## config.mk

```make
export PLATFORM = sky130hd
export DESIGN_NAME = spdio_top
export DESIGN_NICKNAME = d
export VERILOG_FILES = /design/src/spdio_pkg.sv /design/src/spdio_sync.sv /design/src/spdio_top.sv
export SDC_FILE = /design/constraint.sdc
export NUM_CORES = 1
export LEC_CHECK = 0
export BUFFER_PORTS_ARGS = -buffer_cell sky130_fd_sc_hd__buf_2
export CAP_MARGIN = 20
export CORE_AREA = 3 3 121 123
export CTS_BUF_LIST = sky130_fd_sc_hd__clkbuf_2 sky130_fd_sc_hd__clkbuf_4 sky130_fd_sc_hd__clkbuf_8
export DETAILED_ROUTE_END_ITERATION = 6
export DIE_AREA = 0 0 124 126
export GPL_ROUTABILITY_DRIVEN = 0
export MAX_ROUTING_LAYER = met4
export PLACE_DENSITY = 0.7
export SLEW_MARGIN = 0
export SYNTH_ARGS = -nofsm -noshare
export SYNTH_HDL_FRONTEND = slang
export SYNTH_SLANG_ARGS = --single-unit
export TNS_END_PERCENT = 10
```

## constraint.sdc

```tcl
create_clock -name clk -period 5.9 [get_ports clk]
set_clock_uncertainty 0.05 [all_clocks]
set_input_delay 0.59 -clock clk [delete_from_list [all_inputs] [get_ports clk]]
set_output_delay 0.59 -clock clk [all_outputs]
set_load 0.005 [all_outputs]
```

## src/spdio_pkg.sv

```systemverilog
/*
  Constants and carrier types for the seven-point direct I/O logic.
  Assumes a single 200 MHz clock and a motion core outside that reports position and status.
*/
// Summary of operation
// (RULE_01) A rising edge on one of the seven point-start inputs starts a move to point 0 to 6.
// (RULE_02) Each of the seven arrival outputs turns on when a move to its own point finishes.
// (RULE_03) The brake-release input forces the brake open whatever the other inputs do.
// (RULE_04) The mode input selects automatic or manual operation.
// (RULE_05) The manual-mode flag is low in automatic mode and high in manual mode.
// (RULE_06) A rising edge on the homing input starts a home return.
// (RULE_07) Pause is active low: high permits motion, low makes the actuator decelerate to a stop.
// (RULE_08) A rising edge on the alarm-clear input clears the active alarm.
// (RULE_09) The servo is energised exactly while the servo-on input is high.
// (RULE_10) The parameter zone flag is valid only after homing and is on while inside the range.
// (RULE_11) The table zone flag is valid only after a move command and is on while in range.
// (RULE_12) Homing-done is low after power-up and goes high once a home return finishes.
// (RULE_13) Positioning-done is high with no estop, drive power and servo on, and pause high; the code also requires state SPDIO_IDLE.
// (RULE_14) The drive-ready output is high while the servo is on and the controller can operate.
// (RULE_15) The estop status output is active low and is low while an emergency stop is in effect.
// (RULE_16) The fault output is active low: high in normal use, low while an alarm stands.
// (RULE_17) Host inputs pass a two-stage synchroniser; edges compare with the prior sample.
package spdio_pkg;

  localparam int unsigned NUM_POINTS = 7;
  localparam int unsigned POS_W      = 16;
  localparam int unsigned PT_W       = 3;
  localparam int unsigned NUM_IN     = 13;

  localparam logic [PT_W-1:0]  POINT_NONE  = 3'h7;
  localparam logic [POS_W-1:0] POS_RESET   = 16'h0000;

  // Host input vector bit positions
  localparam int unsigned IN_GOTO0  = 0;
  localparam int unsigned IN_HOME   = 7;
  localparam int unsigned IN_BRAKE  = 8;
  localparam int unsigned IN_MODE   = 9;
  localparam int unsigned IN_PAUSE  = 10;
  localparam int unsigned IN_CLEAR  = 11;
  localparam int unsigned IN_SERVO  = 12;

  typedef enum logic [1:0] {
    SPDIO_IDLE,
    SPDIO_MOVE,
    SPDIO_HOMING
  } spdio_state_t;

  typedef struct packed {
    logic [NUM_POINTS-1:0] goto_point;
    logic                  homing;
    logic                  brake_force_open;
    logic                  manual_mode;
    logic                  pause_n;
    logic                  alarm_clear;
    logic                  servo_on_request;
  } spdio_host_in_t;

  typedef struct packed {
    logic             start;
    logic             home;
    logic [PT_W-1:0]  point;
    logic             run;
  } spdio_motion_cmd_t;

  typedef struct packed {
    logic             move_done;
    logic             home_done;
    logic             fault;
    logic             estop;
    logic             drive_power;
    logic [POS_W-1:0] position;
  } spdio_motion_sts_t;

endpackage

```

## src/spdio_sync.sv

```systemverilog
/*
  Two-stage synchroniser with registered rising-edge detect for a vector of host inputs.
  Assumes the inputs are static discrete levels from a PLC.
*/
`timescale 1ns/1ps
module spdio_sync #(
  parameter int unsigned W = 1
) (
  input  wire logic         clk,
  input  wire logic         rst_n,
  input  wire logic [W-1:0] async_in,
  output logic      [W-1:0] level,
  output logic      [W-1:0] rise
);

  logic [W-1:0] meta_reg;
  logic [W-1:0] sync_reg;
  logic [W-1:0] prev_reg;

  // ----------------------------------------------------------------
  // Synchroniser and edge detect
  // ----------------------------------------------------------------
  always_ff @(posedge clk or negedge rst_n) begin
    if (!rst_n) begin
      meta_reg <= '0;
      sync_reg <= '0;
      prev_reg <= '0;
    end else begin
      meta_reg <= async_in; // RULE_17
      sync_reg <= meta_reg;
      prev_reg <= sync_reg;
    end
  end

  assign level = sync_reg;
  assign rise  = sync_reg & ~prev_reg; // RULE_17

endmodule

```

## src/spdio_top.sv

```systemverilog
/*
  Seven-point direct-command discrete I/O logic of a positioner controller.
  Assumes an external motion core that executes moves and homing and reports position and status.
*/
`timescale 1ns/1ps
module spdio_top (
  input  wire logic                            clk,
  input  wire logic                            rst_n,
  input  wire spdio_pkg::spdio_host_in_t       host_in,
  input  wire spdio_pkg::spdio_motion_sts_t    motion_sts,
  input  wire logic [spdio_pkg::POS_W-1:0]     param_zone_lo,
  input  wire logic [spdio_pkg::POS_W-1:0]     param_zone_hi,
  input  wire logic [spdio_pkg::POS_W-1:0]     table_zone_lo [spdio_pkg::NUM_POINTS],
  input  wire logic [spdio_pkg::POS_W-1:0]     table_zone_hi [spdio_pkg::NUM_POINTS],
  output spdio_pkg::spdio_motion_cmd_t         motion_cmd,
  output logic                                 servo_enable,
  output logic                                 brake_open,
  output logic [spdio_pkg::NUM_POINTS-1:0]     arrived_point,
  output logic                                 param_range_flag,
  output logic                                 table_range_flag,
  output logic                                 manual_mode_flag,
  output logic                                 homing_done,
  output logic                                 positioning_done,
  output logic                                 drive_ready,
  output logic                                 estop_status_n,
  output logic                                 fault_n
);

  localparam int unsigned NP = spdio_pkg::NUM_POINTS;
  localparam int unsigned PW = spdio_pkg::POS_W;

  // ----------------------------------------------------------------
  // Input synchronisation
  // ----------------------------------------------------------------
  logic [spdio_pkg::NUM_IN-1:0] raw_in;
  logic [spdio_pkg::NUM_IN-1:0] lvl;
  logic [spdio_pkg::NUM_IN-1:0] rise;

  assign raw_in = {host_in.servo_on_request, host_in.alarm_clear, host_in.pause_n,
                   host_in.manual_mode, host_in.brake_force_open, host_in.homing,
                   host_in.goto_point};

  spdio_sync #(
    .W (spdio_pkg::NUM_IN)
  ) u_sync (
    .clk      (clk),
    .rst_n    (rst_n),
    .async_in (raw_in),
    .level    (lvl),
    .rise     (rise)
  );

  logic [NP-1:0] goto_rise;
  logic          home_rise;
  logic          clear_rise;
  logic          pause_ok;
  logic          manual_lvl;
  logic          servo_lvl;
  logic          brake_lvl;

  assign goto_rise  = rise[spdio_pkg::IN_GOTO0 +: NP];
  assign home_rise  = rise[spdio_pkg::IN_HOME];
  assign clear_rise = rise[spdio_pkg::IN_CLEAR];
  assign pause_ok   = lvl[spdio_pkg::IN_PAUSE];
  assign manual_lvl = lvl[spdio_pkg::IN_MODE];
  assign servo_lvl  = lvl[spdio_pkg::IN_SERVO];
  assign brake_lvl  = lvl[spdio_pkg::IN_BRAKE];

  // ----------------------------------------------------------------
  // Helpers
  // ----------------------------------------------------------------
  // Lowest set bit to point number; POINT_NONE when empty
  function automatic logic [spdio_pkg::PT_W-1:0] first_point(input logic [NP-1:0] v);
    logic [spdio_pkg::PT_W-1:0] r;
    r = spdio_pkg::POINT_NONE;
    for (int i = NP - 1; i >= 0; i--) begin
      if (v[i]) begin
        r = spdio_pkg::PT_W'(i);
      end
    end
    return r;
  endfunction

  function automatic logic in_range(input logic [PW-1:0] p,
                                    input logic [PW-1:0] lo,
                                    input logic [PW-1:0] hi);
    return (p >= lo) && (p <= hi);
  endfunction

  // ----------------------------------------------------------------
  // Status, alarm and readiness
  // ----------------------------------------------------------------
  logic alarm_reg;
  logic can_operate;
  logic servo_reg;

  // Fault stays latched until a clear edge; a new fault in the clear cycle wins
  always_ff @(posedge clk or negedge rst_n) begin
    if (!rst_n) begin
      alarm_reg <= 1'b0;
    end else if (motion_sts.fault) begin
      alarm_reg <= 1'b1; // RULE_16
    end else if (clear_rise) begin
      alarm_reg <= 1'b0; // RULE_08
    end
  end

  always_ff @(posedge clk or negedge rst_n) begin
    if (!rst_n) begin
      servo_reg <= 1'b0;
    end else begin
      servo_reg <= servo_lvl; // RULE_09
    end
  end

  assign can_operate = servo_reg && !alarm_reg && !motion_sts.estop && motion_sts.drive_power;

  // ----------------------------------------------------------------
  // Command sequencer
  // ----------------------------------------------------------------
  spdio_pkg::spdio_state_t state_reg;
  logic [spdio_pkg::PT_W-1:0] target_reg;
  logic [spdio_pkg::PT_W-1:0] req_point;
  logic start_ok;
  logic start_reg;
  logic home_reg;
  logic homed_reg;
  logic cmd_seen_reg;
  logic [NP-1:0] arrived_reg;

  assign req_point = first_point(goto_rise);
  // Commands are refused in manual mode, while paused or not able to operate
  assign start_ok  = can_operate && pause_ok && !manual_lvl; // RULE_04

  always_ff @(posedge clk or negedge rst_n) begin
    if (!rst_n) begin
      state_reg  <= spdio_pkg::SPDIO_IDLE;
      target_reg <= spdio_pkg::POINT_NONE;
      start_reg  <= 1'b0;
      home_reg   <= 1'b0;
    end else begin
      start_reg <= 1'b0;
      home_reg  <= 1'b0;
      unique case (state_reg)
        spdio_pkg::SPDIO_IDLE: begin
          if (start_ok && home_rise) begin
            home_reg  <= 1'b1; // RULE_06
            state_reg <= spdio_pkg::SPDIO_HOMING;
          end else if (start_ok && req_point != spdio_pkg::POINT_NONE) begin
            start_reg  <= 1'b1; // RULE_01
            target_reg <= req_point;
            state_reg  <= spdio_pkg::SPDIO_MOVE;
          end
        end
        spdio_pkg::SPDIO_MOVE: begin
          if (motion_sts.move_done || !can_operate) begin
            state_reg <= spdio_pkg::SPDIO_IDLE;
          end
        end
        spdio_pkg::SPDIO_HOMING: begin
          if (motion_sts.home_done || !can_operate) begin
            state_reg <= spdio_pkg::SPDIO_IDLE;
          end
        end
      endcase
    end
  end

  // Homing status and first-command tracking
  always_ff @(posedge clk or negedge rst_n) begin
    if (!rst_n) begin
      homed_reg    <= 1'b0;
      cmd_seen_reg <= 1'b0;
    end else begin
      if (state_reg == spdio_pkg::SPDIO_HOMING && motion_sts.home_done) begin
        homed_reg <= 1'b1; // RULE_12
      end else if (home_reg) begin
        homed_reg <= 1'b0;
      end
      if (start_reg) begin
        cmd_seen_reg <= 1'b1; // RULE_11
      end
    end
  end

  // ----------------------------------------------------------------
  // Per-point arrival
  // ----------------------------------------------------------------
  genvar g;
  generate
    for (g = 0; g < NP; g++) begin : g_arrive
      always_ff @(posedge clk or negedge rst_n) begin
        if (!rst_n) begin
          arrived_reg[g] <= 1'b0;
        end else if (start_reg || home_reg) begin
          arrived_reg[g] <= 1'b0;
        end else if (state_reg == spdio_pkg::SPDIO_MOVE && motion_sts.move_done
                     && target_reg == spdio_pkg::PT_W'(g)) begin
          arrived_reg[g] <= 1'b1; // RULE_02
        end
      end
    end
  endgenerate

  // ----------------------------------------------------------------
  // Zone flags
  // ----------------------------------------------------------------
  logic table_range_flag_reg;
  logic tzone_reg;
  logic [PW-1:0] tlo;
  logic [PW-1:0] thi;

  assign tlo = (target_reg < spdio_pkg::PT_W'(NP)) ? table_zone_lo[target_reg] : '0;
  assign thi = (target_reg < spdio_pkg::PT_W'(NP)) ? table_zone_hi[target_reg] : '0;

  always_ff @(posedge clk or negedge rst_n) begin
    if (!rst_n) begin
      table_range_flag_reg <= 1'b0;
      tzone_reg <= 1'b0;
    end else begin
      table_range_flag_reg <= homed_reg && in_range(motion_sts.position, param_zone_lo,
                                          param_zone_hi); // RULE_10
      tzone_reg <= cmd_seen_reg && in_range(motion_sts.position, tlo, thi); // RULE_11
    end
  end

  // ----------------------------------------------------------------
  // Outputs
  // ----------------------------------------------------------------
  logic positioning_done_reg;
  logic ready_reg;
  logic estop_reg;
  logic brake_reg;
  logic manual_reg;

  always_ff @(posedge clk or negedge rst_n) begin
    if (!rst_n) begin
      positioning_done_reg   <= 1'b0;
      ready_reg  <= 1'b0;
      estop_reg  <= 1'b0;
      brake_reg  <= 1'b0;
      manual_reg <= 1'b0;
    end else begin
      positioning_done_reg   <= !motion_sts.estop && motion_sts.drive_power && servo_reg
                    && pause_ok && state_reg == spdio_pkg::SPDIO_IDLE; // RULE_13
      ready_reg  <= can_operate; // RULE_14
      estop_reg  <= motion_sts.estop; // RULE_15
      brake_reg  <= brake_lvl || servo_reg; // RULE_03
      manual_reg <= manual_lvl; // RULE_05
    end
  end

  assign motion_cmd.start = start_reg;
  assign motion_cmd.home  = home_reg;
  assign motion_cmd.point = target_reg;
  assign motion_cmd.run   = pause_ok && can_operate; // RULE_07

  assign servo_enable     = servo_reg;
  assign brake_open       = brake_reg;
  assign arrived_point    = arrived_reg;
  assign param_range_flag = table_range_flag_reg;
  assign table_range_flag = tzone_reg;
  assign manual_mode_flag = manual_reg;
  assign homing_done      = homed_reg;
  assign positioning_done = positioning_done_reg;
  assign drive_ready      = ready_reg;
  assign estop_status_n   = !estop_reg;
  assign fault_n          = !alarm_reg;

endmodule

```

==> impl_metrics.csv <==
group,metric,value,unit
logic_synthesis,ys_async_sr_fraction,100,%
clock_network,clockRootBuffer,"clkbuf_8",
logic_synthesis,synth_top_area_cell,"dfrtp_1",
drt,vias,5178,
sta,setup_ws,2.17,ns
sta,period_needed,3.73,ns
clock_network,cts_setup_buffers,0,
grt,gr-usage-all-layers,23.5,%
worst_setup_path,end_kind,"flop",
sta,fin_crit_sh,63.2,%
worst_setup_path,max_stage_delay,0.95,ns
logic_synthesis,synth_area,5160,um2
logic_synthesis,synth-seq-area-share,29.2,%
grt,grt_max_degree,71,
drt,drtIter0Drc,254,
sta,hold_slack,0.300,ns
worst_setup_path,path_delay_family,"simple AND/OR/NAND/NOR gates",
logic_synthesis,synth_area_leaders,"dfrtp_1, ha_1, mux4_2, mux2i_1, o211ai_1",
logic_synthesis,synth_fp_nets,871,
clock_network,cts_buffer_depth,2,
worst_hold_path,hold_path_startpoint,"u_sync.meta_reg[8]",
place,dp_hpwl,15300,um
die,core_area,13800,um2
grt,grt_pass1_vias,4914,
sta,fmax,0.268,GHz
worst_setup_path,critPathMostFrequentCell,"nand2_1",
die,num_io_pins,315,
logic_synthesis,yosysUniqueCellTypes,47,
die,start_util,37.4,%
drt,wl,18600,um
place,io_buffers,314,
status,status,"finished clean",
worst_setup_path,critPathRequiredTime,6.11,ns
worst_setup_path,r2r_slack,2.17,ns
grt,overflow,0,
die,row_count,43,
run,cap_violations,0,
die,dieArea,15600,um2
power_and_ir_drop,leakage,3.55,nW
clock_network,cts_max_level,3,
worst_setup_path,rr_startpoint,"target_reg[0]",
sta,worstMarginPinSlew,0.952,ns
die,die_x,124,um
logic_synthesis,synth-warning-count,0,
worst_setup_path,reg2reg_to,"table_range_flag",
worst_setup_path,cp_slowest_cell,"dfstp_4",
die,die_h,126,um
final_layout,nNetsFinal,1169,
worst_setup_path,start_kind,"flop",
grt,grt_pass1_wl,26900,um
clock_network,ctsHoldBuffers,0,
power_and_ir_drop,cellPowerDensity,200,nW/um2
worst_hold_path,worstHoldEndpoint,"u_sync.level[8]",
final_layout,final_core_util,51.7,%
clock_network,worstSkewPairLatency,0.34,ns
logic_synthesis,synth_edf_count,0,
sta,tns,0,ns
drt,drt_first_pass_iters,4,
worst_hold_path,holdPathStages,0,
final_layout,fillers,1344,
worst_setup_path,cp.arrival,3.94,ns
sta,hold_viol_final,0,
final_layout,area_growth_syn_to_layout,38.0,%
drt,drcViolationCount,0,
worst_setup_path,path_class,"reg2reg",
final_layout,regArea,1510,um2
clock_network,cts-resized-gates,0,
drt,ant_nets,0,
grt,antenna_found_initial,3,
sta,relSlewSlack,36.5,%
clock_network,path_clk_slew,0.07,ns
logic_synthesis,netlist_instances,512,
place,preCtsSetupSlack,2.16,ns
worst_setup_path,path_buf_inv,0,
final_layout,final_cells,998,
logic_synthesis,ys.flop_type,"dfrtp_1",
logic_synthesis,syn_avg_cell_area,10.1,um2
logic_synthesis,yosysTopAreaCellShare,27.7,%
place,dp.cells,978,
logic_synthesis,synth-seq-cells,60,
worst_setup_path,rr_worst_depth,10,
final_layout,drive_gt1_share,47.0,%
drt,vias_per_cell,5.19,
sta,rsz0062_at_grt,"no",
clock_network,cts_tree,"done",
worst_setup_path,crit_chain,"nor2b_4 -> nand2_1 -> o211ai_1 -> o21ai_0 -> ha_1 -> a21oi_1 -> nand2_1 -> a211o_1 -> or4_1 -> a2bb2oi_1",
final_layout,multi_input_area,3370,um2
sta,setup_viol,0,
power_and_ir_drop,irDropWorstVdd,0.000204,V
sta,slew_viol_final,0,
clock_network,cts_inserted_buffers,9,
clock_network,clock-sinks,60,
drt,wl_per_cell,18.6,um
worst_setup_path,cp_max_fo,36,
worst_hold_path,hold_path.class,"reg2reg",
synth_stat cells (11+ instances only):
cell	count
mux4_2	32
nand2_1	38
nor2_1	22
inv_1	41
a21oi_1	27
mux2i_1	32
ha_1	67
clkbuf_1	16
dfrtp_1	57
o21ai_0	36
nor2b_1	11
o211ai_1	34
metal layers:
layer	up-vias	GRT usage (%)	routed length, um	part of all wire [%]
li1	2522	-	-	-
met1	2421	31.2	7930	43
met2	215	37.6	8910	48
met3	20	4.76	1530	8.2
met4	0	4.38	206	1.1
met5	-	-	0	0
power by group:
part | leakage [nW] | switching (mW) | internal, mW
clock network | 0.116 | 0.179 | 0.245
registers | 0.716 | 0.0509 | 0.447
logic | 2.71 | 0.235 | 0.269
area by class of cell:
cell class	instances	share of cell area [%]
multi-input combinational	381	47.4
timing repair buffer	317	22.7
sequential	60	21.3
tap	180	3.17
inverter	41	2.16
clock buffer	9	1.74
clock inverter	7	1.49
antenna	3	0.106
cells in the final DEF (no fill, tap or decap), types with 4 or more instances in the layout:
cell type,instances
nand4_1,10
mux2i_1,32
nand2_1,38
a21o_1,8
nor2_1,22
o211ai_1,34
and3_1,6
or2_2,4
dfrtp_1,57
nand2b_1,6
mux4_2,32
a21oi_1,27
inv_1,41
o21ai_0,36
a211o_1,4
nor2b_1,10
nand3_1,5
clkbuf_8,9
buf_2,314
ha_1,67
through the flow:
stage	power [mW]	instance area, um2
after floorplan	0.790	5160
after global placement	1.00	6850
after detailed placement	1.01	6850
after CTS	1.44	7080
after global routing	1.53	7120
final	1.43	7120
worst register-to-register path, stage by stage, from the launching register on:
cell and delay [ns]:
dfstp_4 0.95, nor2b_4 0.81, nand2_1 0.12, o211ai_1 0.12, o21ai_0 0.11, ha_1 0.33
a21oi_1 0.14, nand2_1 0.07, a211o_1 0.27, or4_1 0.53, a2bb2oi_1 0.15
worst max-delay path by stage:
stage	cells past startpoint	slack (ns)	endpoint	start
3_5_place_dp	10	2.16	table_range_flag	target_reg[0]
6_report	10	2.17	table_range_flag	target_reg[0]
5_1_grt	10	1.88	table_range_flag	target_reg[0]
2_1_floorplan	10	2.82	table_range_flag	target_reg[0]
4_1_cts	10	2.12	table_range_flag	target_reg[0]
3_3_place_gp	10	2.19	table_range_flag	target_reg[0]
logic make-up after synthesis:
group	count (synthesis)	synth area share, %
AOI/OAI and AO/OA	128	15.8
adders and majority gates	67	16.3
buffers and inverters	71	5.56
DFF	60	29.2
muxes	68	21.3
and+or+nand+nor	118	11.9
No activity file was read; power rests on OpenSTA's default activity.
